--- src/core/mtc_cfg.svh ---
// Register offsets, field positions and reset values of the marker trace control block.
`ifndef MTC_CFG_SVH
`define MTC_CFG_SVH

`define MTC_OFS_MODE    4'h0
`define MTC_OFS_FLAGS   4'h1
`define MTC_OFS_PLACE   4'h2
`define MTC_OFS_CTRL    4'h3
`define MTC_OFS_PTRCMD  4'h4
`define MTC_OFS_PPOS    4'h5
`define MTC_OFS_DPOINT  4'h6
`define MTC_OFS_SECPOS  4'h7
`define MTC_OFS_QUERY   4'h8

`define MTC_FLG_SHOW1   0
`define MTC_FLG_SHOW2   1
`define MTC_FLG_HOLD    2
`define MTC_FLG_DIFF    3
`define MTC_PLC_SEC     2
`define MTC_CTL_BW      0
`define MTC_CTL_CPL     1
`define MTC_CTL_REMOTE  2
`define MTC_PTR_P2M     0
`define MTC_PTR_M2P     1

`define MTC_RST_FLAGS   4'h3
`define MTC_POS_W       10
`define MTC_BRIGHT_HI   2'h3
`define MTC_BRIGHT_LO   2'h1
`define MTC_QRY_NONE    3'h4

`endif

--- src/core/mtc_pkg.sv ---
// Types of the marker trace control block.
package mtc_pkg;
  typedef enum logic [1:0] {MTC_OFF, MTC_SINGLE, MTC_DELTA} mtc_mode_t;
  typedef enum logic [1:0] {MTC_FULL, MTC_TRA, MTC_TRB, MTC_DIFF} mtc_trace_t;
  typedef struct packed {
    logic              wait_q;
    logic [31:0]       rdata_q;
    mtc_mode_t         mode_q;
    logic              tune_marker_q;
    logic              show1_q;
    logic              show2_q;
    logic              hold_q;
    logic              diff_q;
    mtc_trace_t        pri_q;
    mtc_trace_t        sec_q;
    logic              pri_expl_q;
    logic              sec_expl_q;
    logic              bw_q;
    logic              cpl_q;
    logic              remote_q;
    logic              qsel_q;
    logic [9:0]        ppos_q;
    logic [9:0]        dpoint_q;
    logic [9:0]        secpos_q;
    logic              vis_q;
    logic [1:0]        pbright_q;
    logic [1:0]        sbright_q;
  } mtc_state_t;
endpackage

--- src/core/mtc_top.sv ---
// Marker mode and marker trace placement logic behind an Avalon-MM register slave.
//
// Chosen here: the address map and register access over Avalon-MM.
`timescale 1ns/100ps
`include "mtc_cfg.svh"

// Behaviour
// - Marker mode holds off=0, single=1, delta=2; off after reset.
// - Single or delta forces tune mode to marker; off forces it to frequency.
// - Placement acts on primary unless secondary is named; targets A, B, full, difference.
// - Placing secondary sets delta; placing primary while off sets single.
// - Placement to A, B or difference sets hold; full clears hold.
// - Hold falling moves A/B markers to full; rising moves full markers to default.
// - Default primary is full whenever hold is off.
// - Hold on: B if second view, else difference, else A if first view at first enabling, else B.
// - Provisional B with nothing shown stays B when a trace turns on; only difference moves it.
// - Default secondary follows primary if hold off or primary on difference, else A at first enabling, otherwise B.
// - A is chosen by default only at first enabling of markers.
// - In bandwidth mode one placement moves both markers to the same trace.
// - Markers return to default on return to local while at maximum span.
// - Secondary position is changed only through the remote register path.
// - Markers visible only with digital storage on; primary brighter in delta.
// - Primary position and data point independent unless coupling is on.
// - Pointer commands copy positions without changing the coupling.
// - Difference on sets hold; hold off clears difference.
// - Trace query reports none when off or secondary asked in single mode.
module mtc_top (
  // Clock, reset and clock enable.
  input  wire logic                  SYS_CLK,
  input  wire logic                  ARST_N,
  input  wire logic                  CLK_EN,
  // Avalon-MM slave.
  input  wire logic [5:0]            AVS_ADDRESS,
  input  wire logic                  AVS_READ,
  input  wire logic                  AVS_WRITE,
  input  wire logic [31:0]           AVS_WRITEDATA,
  output logic      [31:0]           AVS_READDATA,
  output logic                       AVS_WAITREQUEST,
  // Instrument status.
  input  wire logic                  DS_ENABLE,
  input  wire logic                  MAX_SPAN,
  // Marker state.
  output logic                       TUNE_MODE_SELECT,
  output mtc_pkg::mtc_mode_t         MARKER_MODE,
  output mtc_pkg::mtc_trace_t        PRI_TRACE,
  output mtc_pkg::mtc_trace_t        SEC_TRACE,
  output logic                       HOLD_FIRST_TRACE,
  output logic                       DIFFERENCE_TRACE,
  output logic [9:0]                 PRI_POS,
  output logic [9:0]                 DATA_POINT,
  output logic [9:0]                 SEC_POS,
  output logic                       MARKER_VISIBLE,
  output logic [1:0]                 PRI_BRIGHT,
  output logic [1:0]                 SEC_BRIGHT
);
  import mtc_pkg::*;

  mtc_state_t s_q;
  mtc_state_t s_d;

  function automatic mtc_trace_t dflt_pri(logic v1, logic v2, logic h, logic d, logic first);
    if (!h)                    dflt_pri = MTC_FULL;
    else if (v2)               dflt_pri = MTC_TRB;
    else if (d)                dflt_pri = MTC_DIFF;
    else if (v1 && first)      dflt_pri = MTC_TRA;
    else                       dflt_pri = MTC_TRB;
  endfunction

  function automatic mtc_trace_t dflt_sec(mtc_trace_t p, logic h, logic first);
    if (!h || p == MTC_DIFF)   dflt_sec = p;
    else if (first)            dflt_sec = MTC_TRA;
    else                       dflt_sec = MTC_TRB;
  endfunction

  logic       req;
  logic       wr_go;
  logic [3:0] widx;
  logic [3:0] nf;
  logic       flags_chg;
  mtc_trace_t arg;
  mtc_trace_t np;
  logic [2:0] qcode;
  logic       pri_set;
  logic       sec_set;

  assign req   = AVS_READ | AVS_WRITE;
  assign wr_go = AVS_WRITE & ~s_q.wait_q;
  assign widx  = AVS_ADDRESS[5:2];
  assign arg   = mtc_trace_t'(AVS_WRITEDATA[1:0]);

  always_comb begin
    s_d = s_q;
    nf = AVS_WRITEDATA[3:0];
    flags_chg = 1'b0;
    np = MTC_FULL;
    pri_set = 1'b0;
    sec_set = 1'b0;
    // One wait cycle per access; the access completes on the edge with wait low.
    s_d.wait_q = ~(req & s_q.wait_q);
    if (wr_go) begin
      unique case (widx)
        `MTC_OFS_MODE: begin
          if (AVS_WRITEDATA[1:0] <= 2'h2) begin
            s_d.mode_q = mtc_mode_t'(AVS_WRITEDATA[1:0]);
            s_d.tune_marker_q = (AVS_WRITEDATA[1:0] != 2'h0);
            if (s_q.mode_q == MTC_OFF && AVS_WRITEDATA[1:0] != 2'h0) begin
              np = dflt_pri(s_q.show1_q, s_q.show2_q, s_q.hold_q, s_q.diff_q, 1'b1);
              s_d.pri_q = np;
              s_d.sec_q = dflt_sec(np, s_q.hold_q, 1'b1);
              s_d.pri_expl_q = 1'b0;
              s_d.sec_expl_q = 1'b0;
            end
          end
        end
        `MTC_OFS_FLAGS: begin
          if (nf[`MTC_FLG_DIFF]) nf[`MTC_FLG_HOLD] = 1'b1;
          if (!nf[`MTC_FLG_HOLD]) nf[`MTC_FLG_DIFF] = 1'b0;
          s_d.show1_q = nf[`MTC_FLG_SHOW1];
          s_d.show2_q = nf[`MTC_FLG_SHOW2];
          s_d.hold_q  = nf[`MTC_FLG_HOLD];
          s_d.diff_q  = nf[`MTC_FLG_DIFF];
          flags_chg = 1'b1;
        end
        `MTC_OFS_PLACE: begin
          if (AVS_WRITEDATA[`MTC_PLC_SEC] || s_q.bw_q) begin
            s_d.sec_q = arg;
            s_d.sec_expl_q = 1'b1;
            sec_set = 1'b1;
          end
          if (!AVS_WRITEDATA[`MTC_PLC_SEC] || s_q.bw_q) begin
            s_d.pri_q = arg;
            s_d.pri_expl_q = 1'b1;
            pri_set = 1'b1;
          end
          if (AVS_WRITEDATA[`MTC_PLC_SEC]) begin
            s_d.mode_q = MTC_DELTA;
          end else if (s_q.mode_q == MTC_OFF) begin
            s_d.mode_q = MTC_SINGLE;
          end
          s_d.tune_marker_q = 1'b1;
          s_d.hold_q = (arg != MTC_FULL);
          if (arg == MTC_FULL) s_d.diff_q = 1'b0;
        end
        `MTC_OFS_CTRL: begin
          s_d.bw_q = AVS_WRITEDATA[`MTC_CTL_BW];
          s_d.cpl_q = AVS_WRITEDATA[`MTC_CTL_CPL];
          s_d.remote_q = AVS_WRITEDATA[`MTC_CTL_REMOTE];
          if (s_q.remote_q && !AVS_WRITEDATA[`MTC_CTL_REMOTE] && MAX_SPAN) begin
            np = dflt_pri(s_q.show1_q, s_q.show2_q, s_q.hold_q, s_q.diff_q, 1'b0);
            s_d.pri_q = np;
            s_d.sec_q = dflt_sec(np, s_q.hold_q, 1'b0);
            s_d.pri_expl_q = 1'b0;
            s_d.sec_expl_q = 1'b0;
          end
        end
        `MTC_OFS_PTRCMD: begin
          if (AVS_WRITEDATA[`MTC_PTR_P2M]) s_d.dpoint_q = s_q.ppos_q;
          if (AVS_WRITEDATA[`MTC_PTR_M2P]) s_d.ppos_q = s_q.dpoint_q;
        end
        `MTC_OFS_PPOS:   s_d.ppos_q = AVS_WRITEDATA[9:0];
        `MTC_OFS_DPOINT: s_d.dpoint_q = AVS_WRITEDATA[9:0];
        `MTC_OFS_SECPOS: s_d.secpos_q = AVS_WRITEDATA[9:0];
        `MTC_OFS_QUERY:  s_d.qsel_q = AVS_WRITEDATA[0];
        default: ;
      endcase
    end
    // Flag writes, and hold edges caused by a placement, move markers in the same step.
    if (flags_chg || (s_q.hold_q != s_d.hold_q)) begin
      np = dflt_pri(s_d.show1_q, s_d.show2_q, s_d.hold_q, s_d.diff_q, 1'b0);
      if (s_q.hold_q && !s_d.hold_q) begin
        if (!pri_set && s_q.pri_q != MTC_DIFF) s_d.pri_q = MTC_FULL;
        if (!sec_set && s_q.sec_q != MTC_DIFF) s_d.sec_q = MTC_FULL;
      end
      if (!s_q.hold_q && s_d.hold_q) begin
        if (!pri_set && s_q.pri_q == MTC_FULL) s_d.pri_q = np;
        if (!sec_set && s_q.sec_q == MTC_FULL) s_d.sec_q = dflt_sec(np, 1'b1, 1'b0);
      end
      if (!s_d.pri_expl_q) s_d.pri_q = np;
      if (!s_d.sec_expl_q) s_d.sec_q = dflt_sec(np, s_d.hold_q, 1'b0);
    end
    if (s_d.cpl_q) s_d.dpoint_q = s_d.ppos_q;
    s_d.vis_q = DS_ENABLE && (s_d.mode_q != MTC_OFF);
    s_d.pbright_q = s_d.vis_q ? `MTC_BRIGHT_HI : 2'h0;
    s_d.sbright_q = (s_d.vis_q && s_d.mode_q == MTC_DELTA) ? `MTC_BRIGHT_LO : 2'h0;
    // Read data is formed in the wait cycle and stands with wait low.
    if (s_q.mode_q == MTC_OFF || (s_q.qsel_q && s_q.mode_q == MTC_SINGLE)) begin
      qcode = `MTC_QRY_NONE;
    end else begin
      qcode = {1'b0, s_q.qsel_q ? s_q.sec_q : s_q.pri_q};
    end
    s_d.rdata_q = 32'h0;
    if (AVS_READ && s_q.wait_q) begin
      unique case (widx)
        `MTC_OFS_MODE:   s_d.rdata_q = {29'h0, s_q.tune_marker_q, s_q.mode_q};
        `MTC_OFS_FLAGS:  s_d.rdata_q = {28'h0, s_q.diff_q, s_q.hold_q, s_q.show2_q, s_q.show1_q};
        `MTC_OFS_PLACE:  s_d.rdata_q = {26'h0, s_q.sec_expl_q, s_q.pri_expl_q, s_q.sec_q,
                                        s_q.pri_q};
        `MTC_OFS_CTRL:   s_d.rdata_q = {29'h0, s_q.remote_q, s_q.cpl_q, s_q.bw_q};
        `MTC_OFS_PPOS:   s_d.rdata_q = {22'h0, s_q.ppos_q};
        `MTC_OFS_DPOINT: s_d.rdata_q = {22'h0, s_q.dpoint_q};
        `MTC_OFS_SECPOS: s_d.rdata_q = {22'h0, s_q.secpos_q};
        `MTC_OFS_QUERY:  s_d.rdata_q = {28'h0, qcode, s_q.qsel_q};
        default:         s_d.rdata_q = 32'h0;
      endcase
    end
  end

  // Waitrequest freezes with the rest of the state, so CLK_EN must stay high
  // through a bus access, or a completed access may be lost.
  always_ff @(posedge SYS_CLK or negedge ARST_N) begin
    if (!ARST_N) begin
      s_q <= '0;
      s_q.wait_q <= 1'b1;
      s_q.show1_q <= 1'b1;
      s_q.show2_q <= 1'b1;
    end else if (CLK_EN) begin
      s_q <= s_d;
    end
  end

  assign AVS_READDATA     = s_q.rdata_q;
  assign AVS_WAITREQUEST  = s_q.wait_q;
  assign TUNE_MODE_SELECT = s_q.tune_marker_q;
  assign MARKER_MODE      = s_q.mode_q;
  assign PRI_TRACE        = s_q.pri_q;
  assign SEC_TRACE        = s_q.sec_q;
  assign HOLD_FIRST_TRACE = s_q.hold_q;
  assign DIFFERENCE_TRACE = s_q.diff_q;
  assign PRI_POS          = s_q.ppos_q;
  assign DATA_POINT       = s_q.dpoint_q;
  assign SEC_POS          = s_q.secpos_q;
  assign MARKER_VISIBLE   = s_q.vis_q;
  assign PRI_BRIGHT       = s_q.pbright_q;
  assign SEC_BRIGHT       = s_q.sbright_q;

  logic wr_en;
  assign wr_en = wr_go & CLK_EN;

  mode_code_a: assert property (@(posedge SYS_CLK) disable iff (!ARST_N)
    MARKER_MODE != 2'h3) else $error("marker mode holds an illegal code");
  tune_follow_a: assert property (@(posedge SYS_CLK) disable iff (!ARST_N)
    wr_en && widx == `MTC_OFS_MODE && AVS_WRITEDATA[1:0] == 2'h0
    |=> !TUNE_MODE_SELECT) else $error("marker off left tune mode on marker");
  sec_delta_a: assert property (@(posedge SYS_CLK) disable iff (!ARST_N)
    wr_en && widx == `MTC_OFS_PLACE && AVS_WRITEDATA[`MTC_PLC_SEC]
    |=> MARKER_MODE == MTC_DELTA && SEC_TRACE == $past(arg))
    else $error("secondary placement did not select delta");
  place_hold_a: assert property (@(posedge SYS_CLK) disable iff (!ARST_N)
    wr_en && widx == `MTC_OFS_PLACE |=> HOLD_FIRST_TRACE == ($past(arg) != MTC_FULL))
    else $error("placement did not steer the hold flag");
  hold_full_a: assert property (@(posedge SYS_CLK) disable iff (!ARST_N)
    !HOLD_FIRST_TRACE && !s_q.pri_expl_q |-> PRI_TRACE == MTC_FULL)
    else $error("default primary off full with hold off");
  diff_hold_a: assert property (@(posedge SYS_CLK) disable iff (!ARST_N)
    DIFFERENCE_TRACE |-> HOLD_FIRST_TRACE) else $error("difference on with hold off");
  vis_ds_a: assert property (@(posedge SYS_CLK) disable iff (!ARST_N)
    CLK_EN && !DS_ENABLE |=> !MARKER_VISIBLE) else $error("marker shown without storage");
  bright_a: assert property (@(posedge SYS_CLK) disable iff (!ARST_N)
    MARKER_MODE == MTC_DELTA && MARKER_VISIBLE |-> PRI_BRIGHT > SEC_BRIGHT)
    else $error("primary not brighter in delta");
  couple_a: assert property (@(posedge SYS_CLK) disable iff (!ARST_N)
    s_q.cpl_q |-> DATA_POINT == PRI_POS) else $error("coupled data point drifted");
  bus_wait_a: assert property (@(posedge SYS_CLK) disable iff (!ARST_N)
    CLK_EN && req && AVS_WAITREQUEST ##1 CLK_EN && req |-> !AVS_WAITREQUEST)
    else $error("access not answered after one wait cycle");
  // Marker mode, placement, hold-edge, default, local-return, pointer and visibility checks.
  tune_on_a: assert property (@(posedge SYS_CLK) disable iff (!ARST_N)
    wr_en && widx == `MTC_OFS_MODE
    && (AVS_WRITEDATA[1:0] == 2'h1 || AVS_WRITEDATA[1:0] == 2'h2)
    |=> TUNE_MODE_SELECT) else $error("marker on left tune mode on frequency");
  mode_keep_a: assert property (@(posedge SYS_CLK) disable iff (!ARST_N)
    wr_en && widx == `MTC_OFS_MODE && AVS_WRITEDATA[1:0] == 2'h3 |=> $stable(MARKER_MODE))
    else $error("illegal mode code was taken");
  pri_single_a: assert property (@(posedge SYS_CLK) disable iff (!ARST_N)
    wr_en && widx == `MTC_OFS_PLACE && !AVS_WRITEDATA[`MTC_PLC_SEC] && MARKER_MODE == MTC_OFF
    |=> MARKER_MODE == MTC_SINGLE) else $error("primary placement left markers off");
  hold_clear_a: assert property (@(posedge SYS_CLK) disable iff (!ARST_N)
    $fell(HOLD_FIRST_TRACE) |-> PRI_TRACE != MTC_TRA && PRI_TRACE != MTC_TRB
    && SEC_TRACE != MTC_TRA && SEC_TRACE != MTC_TRB) else $error("marker left on A or B");
  hold_set_a: assert property (@(posedge SYS_CLK) disable iff (!ARST_N)
    $rose(HOLD_FIRST_TRACE) |-> PRI_TRACE != MTC_FULL && SEC_TRACE != MTC_FULL)
    else $error("marker left on full trace");
  def_share_a: assert property (@(posedge SYS_CLK) disable iff (!ARST_N)
    !s_q.pri_expl_q && !s_q.sec_expl_q && !HOLD_FIRST_TRACE |-> SEC_TRACE == PRI_TRACE)
    else $error("default secondary apart from primary");
  first_only_a: assert property (@(posedge SYS_CLK) disable iff (!ARST_N)
    $changed(PRI_TRACE) && PRI_TRACE == MTC_TRA
    |-> s_q.pri_expl_q || $past(MARKER_MODE) == MTC_OFF)
    else $error("primary put on A by default");
  bw_both_a: assert property (@(posedge SYS_CLK) disable iff (!ARST_N)
    wr_en && widx == `MTC_OFS_PLACE && s_q.bw_q |=> PRI_TRACE == SEC_TRACE)
    else $error("bandwidth placement split the markers");
  local_return_a: assert property (@(posedge SYS_CLK) disable iff (!ARST_N)
    wr_en && widx == `MTC_OFS_CTRL && s_q.remote_q
    && !AVS_WRITEDATA[`MTC_CTL_REMOTE] && MAX_SPAN
    |=> !s_q.pri_expl_q && PRI_TRACE != MTC_TRA) else $error("markers not returned at local");
  ptr_cpl_a: assert property (@(posedge SYS_CLK) disable iff (!ARST_N)
    wr_en && widx == `MTC_OFS_PTRCMD |=> $stable(s_q.cpl_q))
    else $error("pointer command changed the coupling");
  vis_mode_a: assert property (@(posedge SYS_CLK) disable iff (!ARST_N)
    MARKER_VISIBLE |-> MARKER_MODE != MTC_OFF) else $error("marker shown while off");
  sec_dark_a: assert property (@(posedge SYS_CLK) disable iff (!ARST_N)
    MARKER_MODE != MTC_DELTA |-> SEC_BRIGHT == 2'h0) else $error("secondary lit outside delta");
endmodule

--- config.mk ---
export PLATFORM = sky130hd
export DESIGN_NAME = mtc_top
export DESIGN_NICKNAME = d
export VERILOG_FILES = /design/src/core/mtc_pkg.sv /design/src/core/mtc_top.sv
export VERILOG_INCLUDE_DIRS = /design/src /design/src/core
export SDC_FILE = /design/constraint.sdc
export NUM_CORES = 1
export LEC_CHECK = 0
export BUFFER_PORTS_ARGS = -buffer_cell sky130_fd_sc_hd__buf_2
export CAP_MARGIN = 10
export CORE_ASPECT_RATIO = 0.9
export CORE_UTILIZATION = 40
export DETAILED_ROUTE_END_ITERATION = 8
export HOLD_SLACK_MARGIN = 0.12
export PLACE_DENSITY = 0.68
export SYNTH_ARGS = -nofsm -noshare
export SYNTH_HDL_FRONTEND = slang
export SYNTH_SLANG_ARGS = --single-unit
--- constraint.sdc ---
create_clock -name SYS_CLK -period 4.1 [get_ports SYS_CLK]
set_input_delay 0.82 -clock SYS_CLK [delete_from_list [all_inputs] [get_ports SYS_CLK]]
set_output_delay 0.82 -clock SYS_CLK [all_outputs]
set_load 0.02 [all_outputs]
==> impl_metrics.toml, run 1 <==
[detailed_routing]
drt-vias-per-instance = 5.731
postRouteAntennaNets = 0
num_vias = 3943
drt-initial-drc-count = 484
drc = 0
drt-total-wl_um = 13360
wire_per_inst_um = 19.42
firstDrtPassIters = 5

[sta]
setup_viol = 0
fin_crit_ns = 3.069
slew_headroom_pct = 30.29
worst_clock_skew_ns = 0.008234
worstMarginPinSlew_ns = 1.046
fin_hold_ws_ns = 0.4779
rsz0062_at_grt = "false"
hold_viol_final = 0
tns_ns = 0
clock.fmax_ghz = 0.3258
maxSlewViolCount = 0
fin_crit_sh_pct = 74.86

[logic_synthesis]
syn_area_um2 = 4498
syn_inst = 505
ys_seq_elements = 60
synth_top_area_share_pct = 31.71
syn_area_per_cell_um2 = 8.907
yosysWarnings = 0
yosys.cell_types.count = 67
yosysSeqAreaShare_pct = 33.46
synth_edf_count = 0
dominantRegCellSynth = "dfrtp_1"
async_reset_ff_share_pct = 100.0
synth_area_leaders = "dfrtp_1 32%, buf_4 12%, mux2_2 6.8%"
yosys.area.top_type = "dfrtp_1"

[global_routing]
grt_pass1_wl_um = 20490
grt_pass1_vias = 3659
grt-ovfl-total = 0
antenna_found_initial = 1
grt_util_all_layers_pct = 23.42
grt_max_degree = 46

[clocking]
cts_setup_buffers = 0
post_cts_resized = 0
clk_pin_slew_ns = 0.05
cts_made_buffers = 9
cts_sinks = 60
clk_latency_ns = 0.34
cts_tree = "done"
clockRootBuffer = "clkbuf_16"
clock_path_buffers = 2
htreeDepth = 3
hold_buffers = 0

[setup_path]
startpoint_type = "primary input"
r2r-start = "AVS_WAITREQUEST$_DFFE_PN1P_"
path_max_fanout = 18
required_ns = 4.37
r2r_end = "PRI_TRACE[0]$_DFFE_PN0P_"
rrSetupSlack_ns = 1.28
criticalPathCategory = "in2reg"
critPathArrivalTime_ns = 3.34
crit_path_end_kind = "flop"
r2r_cells = 9

[pwr]
power_w = 0.002516
irDropWorstVdd_mv = 0.2154
power_density_nw_per_um2 = 510.3
p_leak_nw = 2.133

[floorplan]
die_h_um = 102.6
die_x_um = 113.8
rows = 36
start_util_pct = 41.26
die_area_um2 = 11670
ios = 122
core_um2 = 10900

[hold_path]
hold_depth = 1
hp-start = "AVS_READDATA[0]$_DFFE_PN0P_"
min_path_type = "reg2reg"
worstHoldEndpoint = "AVS_READDATA[0]$_DFFE_PN0P_"

[placed_design]
post-dp-hpwl_um = 9535
place_area_um2 = 4602
gp_congestion = 0.9378
placed_cells = 672
portBuffers = 74

[layout]
diodes = 0
fill_cells = 1095
layout.cells.non_filler = 688
area_delta_synth_final_pct = 9.624
drive_gt1_share_pct = 27.99
nNetsFinal = 580
final_area_um2 = 4931

[outcome]
status = "completed"

[job]
maxCapViolCount = 0
[cells by family after synthesis]
logic type / after synthesis / share of synthesized area, %
buf+inv: 109 / 15.74
compound gates: 149 / 21.84
fa+ha+maj: 4 / 1.113
other cells: 1 / 0.08337
simple gates: 134 / 16.05
mux: 48 / 11.71
flops: 60 / 33.46
[layout by cell type, fill, tap and decap left out, types with 10 or more instances in the layout]
cell type and n:
dfrtp_1 57, o21ai_0 22, nor2_1 43, nand2b_1 12, buf_4 17, o2bb2ai_1 11, a21oi_1 49, nand3_1 15
mux2i_1 20, nor3_1 12, buf_2 74, nand2_1 20, inv_1 10, conb_1 23, mux2_2 27
[report_power, final]
group          internal, W  switching, W  total, W
clock             0.000566      0.000271  0.000837
combinational     0.000305      0.000470  0.000775
sequential        0.000714      0.000191  0.000905
total              0.00158      0.000931   0.00252
[worst max path at each step]
stage	from	endpoint	slack, ns	cells past startpoint
floorplan	AVS_ADDRESS[5]	PRI_TRACE[0]$_DFFE_PN0P_	1.00	11
global placement	AVS_ADDRESS[5]	PRI_TRACE[0]$_DFFE_PN0P_	0.74	10
detailed placement	AVS_ADDRESS[5]	PRI_TRACE[0]$_DFFE_PN0P_	0.73	10
CTS	AVS_ADDRESS[5]	PRI_TRACE[0]$_DFFE_PN0P_	1.07	10
global route	AVS_ADDRESS[5]	PRI_TRACE[0]$_DFFE_PN0P_	0.95	10
finish	AVS_ADDRESS[5]	PRI_TRACE[0]$_DFFE_PN0P_	1.03	10
[Yosys cell counts (11+ instances only)]
library cell	n
a21oi_1	49
buf_4	73
clkbuf_1	13
dfrtp_1	57
mux2_2	27
mux2i_1	20
nand2_1	20
nand2b_1	12
nand3_1	15
nor2_1	43
nor3_1	12
o21ai_0	22
o2bb2ai_1	11
[worst max-delay path, cell delays in order]
cell and delay, ns:
buf_2 0.21, or4b_1 0.61, nor2_1 0.21, a221oi_2 0.14
ha_1 0.34, o21ai_2 0.09, nand2_1 0.14, or4b_4 0.58
nor2_2 0.09, a211o_1 0.10
[state kept, by name (all words and copies together), names as in the netlist]
name	count
PRI_POS	10
SEC_BRIGHT	1
SEC_TRACE	2
TUNE_MODE_SELECT	1
DIFFERENCE_TRACE	1
MARKER_MODE	2
DATA_POINT	10
SEC_POS	10
PRI_TRACE	2
AVS_WAITREQUEST	1
HOLD_FIRST_TRACE	1
PRI_BRIGHT	1
s_q	8
AVS_READDATA	10
[metal layers]
layer  vias to the layer above  track usage (%)  routed length (um)
met1                      1927            33.41                6204
met4                         0            9.291                 225
met5                         -                0                   0
met3                        21            5.938                1014
met2                       177            33.86                5916
li1                       1818                -                   -
[per-stage QoR]
stage                     worst slack (ns)  utilization, %
after detailed placement            0.7280           42.22
after floorplan                      1.001               -
after global placement              0.7410           42.22
after CTS                            1.071           45.24
final                                1.031           45.24
after global routing                0.9544           45.24
[cell type report]
type                       count  area [um^2]  share of cell area [%]
clock buffer                  13        260.3                   5.278
tap                          152        190.2                   3.857
inverter                      11        41.29                  0.8374
clock inverter                 3        68.82                   1.396
timing repair buffer          91        498.0                   10.10
sequential                    60         1505                   30.53
multi-input combinational    358         2367                   48.01
Power figures use the tool's default switching activity.
==> run 2, diff against run 1 <==
- PLACE_DENSITY: 0.68 -> 0.7
- clock period: 4.1 -> 2.8 ns (I/O delays scaled with it)
==> run 2 against run 1 <==
Effect of this change: clock skew decreased by 0.0028 ns; global-route usage increased by 0.72 points; via count increased by 5.1%; hold slack got worse by 0.25 ns; sequential share of layout area decreased by 1.3 points; critical path type is now reg2reg; largest cell class unchanged.
==> impl_metrics.toml, run 2 (synthesis results as in run 1) <==
[outcome]
status = "completed"

[layout]
layout_common_cells = "74 x buf_2, 57 x dfrtp_1, 50 x buf_4"
fill_cells = 1064
final_util_pct = 47.30
diodes = 0
drive_gt1_share_pct = 33.10
area_delta_synth_final_pct = 14.63
final_area_um2 = 5156
final_common_cell = "buf_2"
layout.cells.non_filler = 720
nNetsFinal = 614

[clocking]
clockRootBuffer = "clkbuf_16"
cts_setup_buffers = 0
cts_tree = "done"
htreeDepth = 3
cts_made_buffers = 9
post_cts_resized = 0
cts_sinks = 60
clock_path_buffers = 2
hold_buffers = 0
clk_pin_slew_ns = 0.06
clk_latency_ns = 0.33

[setup_path]
criticalPathCategory = "reg2reg"
crit_path_cell_trace = "or4b_4 > o22ai_2 > a221oi_2 > buf_4 > inv_1 > ha_1 > inv_1 > o21ai_0 > o21a_1 > o21a_1 > a211oi_1 > a211o_1"
critPathTopFamily = "compound AO/OA/AOI/OAI gates"
critPathArrivalTime_ns = 2.83
path_max_fanout = 9
required_ns = 3.01
crit_buf_inv = 3
crit_path_end_kind = "flop"
startpoint_type = "flop"
crit_path_max_incr_delay_ns = 0.61
critPathSlowestCell = "or4b_4"

[detailed_routing]
drc = 0
drt-initial-drc-count = 413
drt-vias-per-instance = 5.758
drt-total-wl_um = 13750
firstDrtPassIters = 5
num_vias = 4146
wire_per_inst_um = 19.10
postRouteAntennaNets = 0

[sta]
setup_ws_ns = 0.1816
maxSlewViolCount = 0
rsz0062_at_grt = "false"
fin_crit_sh_pct = 93.52
clock.fmax_ghz = 0.3819
worst_clock_skew_ns = 0.005402
slew_headroom_pct = 54.45
hold_viol_final = 0
setup_viol = 0
worstMarginPinSlew_ns = 0.6762
fin_crit_ns = 2.618

[pwr]
power_density_nw_per_um2 = 684.3
p_leak_nw = 2.271
swShare_pct = 39.08
irDropWorstVdd_mv = 0.2912
internal-power_w = 0.002149
pwr-share-seq_pct = 37.2
p_sw_w = 0.001379
power_frac_clock_pct = 28.8
combPwrFrac_pct = 34.0

[placed_design]
place_area_um2 = 4886
portBuffers = 74
post-dp-hpwl_um = 10140
dp_slack_ns = -0.1060
placed_cells = 706
gp_congestion = 0.9139

[job]
maxCapViolCount = 0

[hold_path]
min_path_type = "in2async"

[global_routing]
grt_pass1_wl_um = 21310
grt-ovfl-total = 0
grt_util_all_layers_pct = 24.13
antenna_found_initial = 0
grt_max_degree = 38
grt_pass1_vias = 3824

[floorplan]
core_um2 = 10900
die_x_um = 113.8
die_h_um = 102.6
die_area_um2 = 11670
rows = 36
start_util_pct = 41.26
ios = 122
==> run 2: cell count changes in the layout (fill, tap and decap cells not counted), moves of 2 or more <==
cell        previous run  this run
buf_4                 17        50
clkinvlp_4             0         3
bufinv_16              2         0
clkbuf_1               2         0
==> run 2: metal layers <==
layer / global-route usage [%] / share of wire (%)
met1: 35.12 / 46
met2: 35.37 / 44
met3: 4.938 / 8.2
met4: 8.691 / 1.6
met5: 0 / 0
==> run 2: power groups by stage <==
stage          clock network (W)  logic, W  registers (W)
6_report                 0.00101   0.00120        0.00131
5_1_grt                  0.00108   0.00130        0.00134
4_1_cts                  0.00103   0.00119        0.00131
3_5_place_dp                   0   0.00119        0.00132
3_3_place_gp                   0   0.00117        0.00131
2_1_floorplan                  0   0.00103        0.00123
==> run 2: cell type report <==
type | count | area (um^2) | share of cell area [%]
flip-flops and latches | 60 | 1505 | 29.19
multi-input cells | 358 | 2387 | 46.30
inverters | 11 | 41.29 | 0.8008
clock inverters | 4 | 27.53 | 0.5339
clock buffers | 10 | 239.0 | 4.635
well taps | 152 | 190.2 | 3.688
repair buffers | 125 | 765.7 | 14.85
==> run 2: path summary, 6_finish.rpt <==
check,from,end,depth (start not counted),slack (ns)
setup / recovery,AVS_WAITREQUEST$_DFFE_PN1P_,PRI_TRACE[0]$_DFFE_PN0P_,12,0.18
hold / removal,ARST_N,s_q[36]$_DFFE_PN0P_,1,0.23
setup reg to reg,AVS_WAITREQUEST$_DFFE_PN1P_,PRI_TRACE[0]$_DFFE_PN0P_,12,0.18
hold reg to reg,AVS_READDATA[2]$_DFFE_PN0P_,AVS_READDATA[2]$_DFFE_PN0P_,1,0.48
max in group asynchronous,ARST_N,s_q[47]$_DFFE_PN1P_,2,1.89
min in group SYS_CLK,AVS_READDATA[2]$_DFFE_PN0P_,AVS_READDATA[2]$_DFFE_PN0P_,1,0.48
==> run 2: through the flow <==
step	total power (W)	setup TNS (ns)	hold slack, ns
after floorplan	0.002257	0	0.2644
after global placement	0.002485	-0.1410	0.4707
after detailed placement	0.002509	-0.2240	0.4721
after CTS	0.003529	0	0.2551
after global routing	0.003721	0	0.2947
final	0.003528	0	0.2256
==> run 2: worst reg2reg max path: cells and delay by family, from the launching register on <==
family,cells,cell delay (ns)
flops,1,0.42
simple gates,1,0.61
compound gates,7,0.98
buf+inv,3,0.28
fa+ha+maj,1,0.20
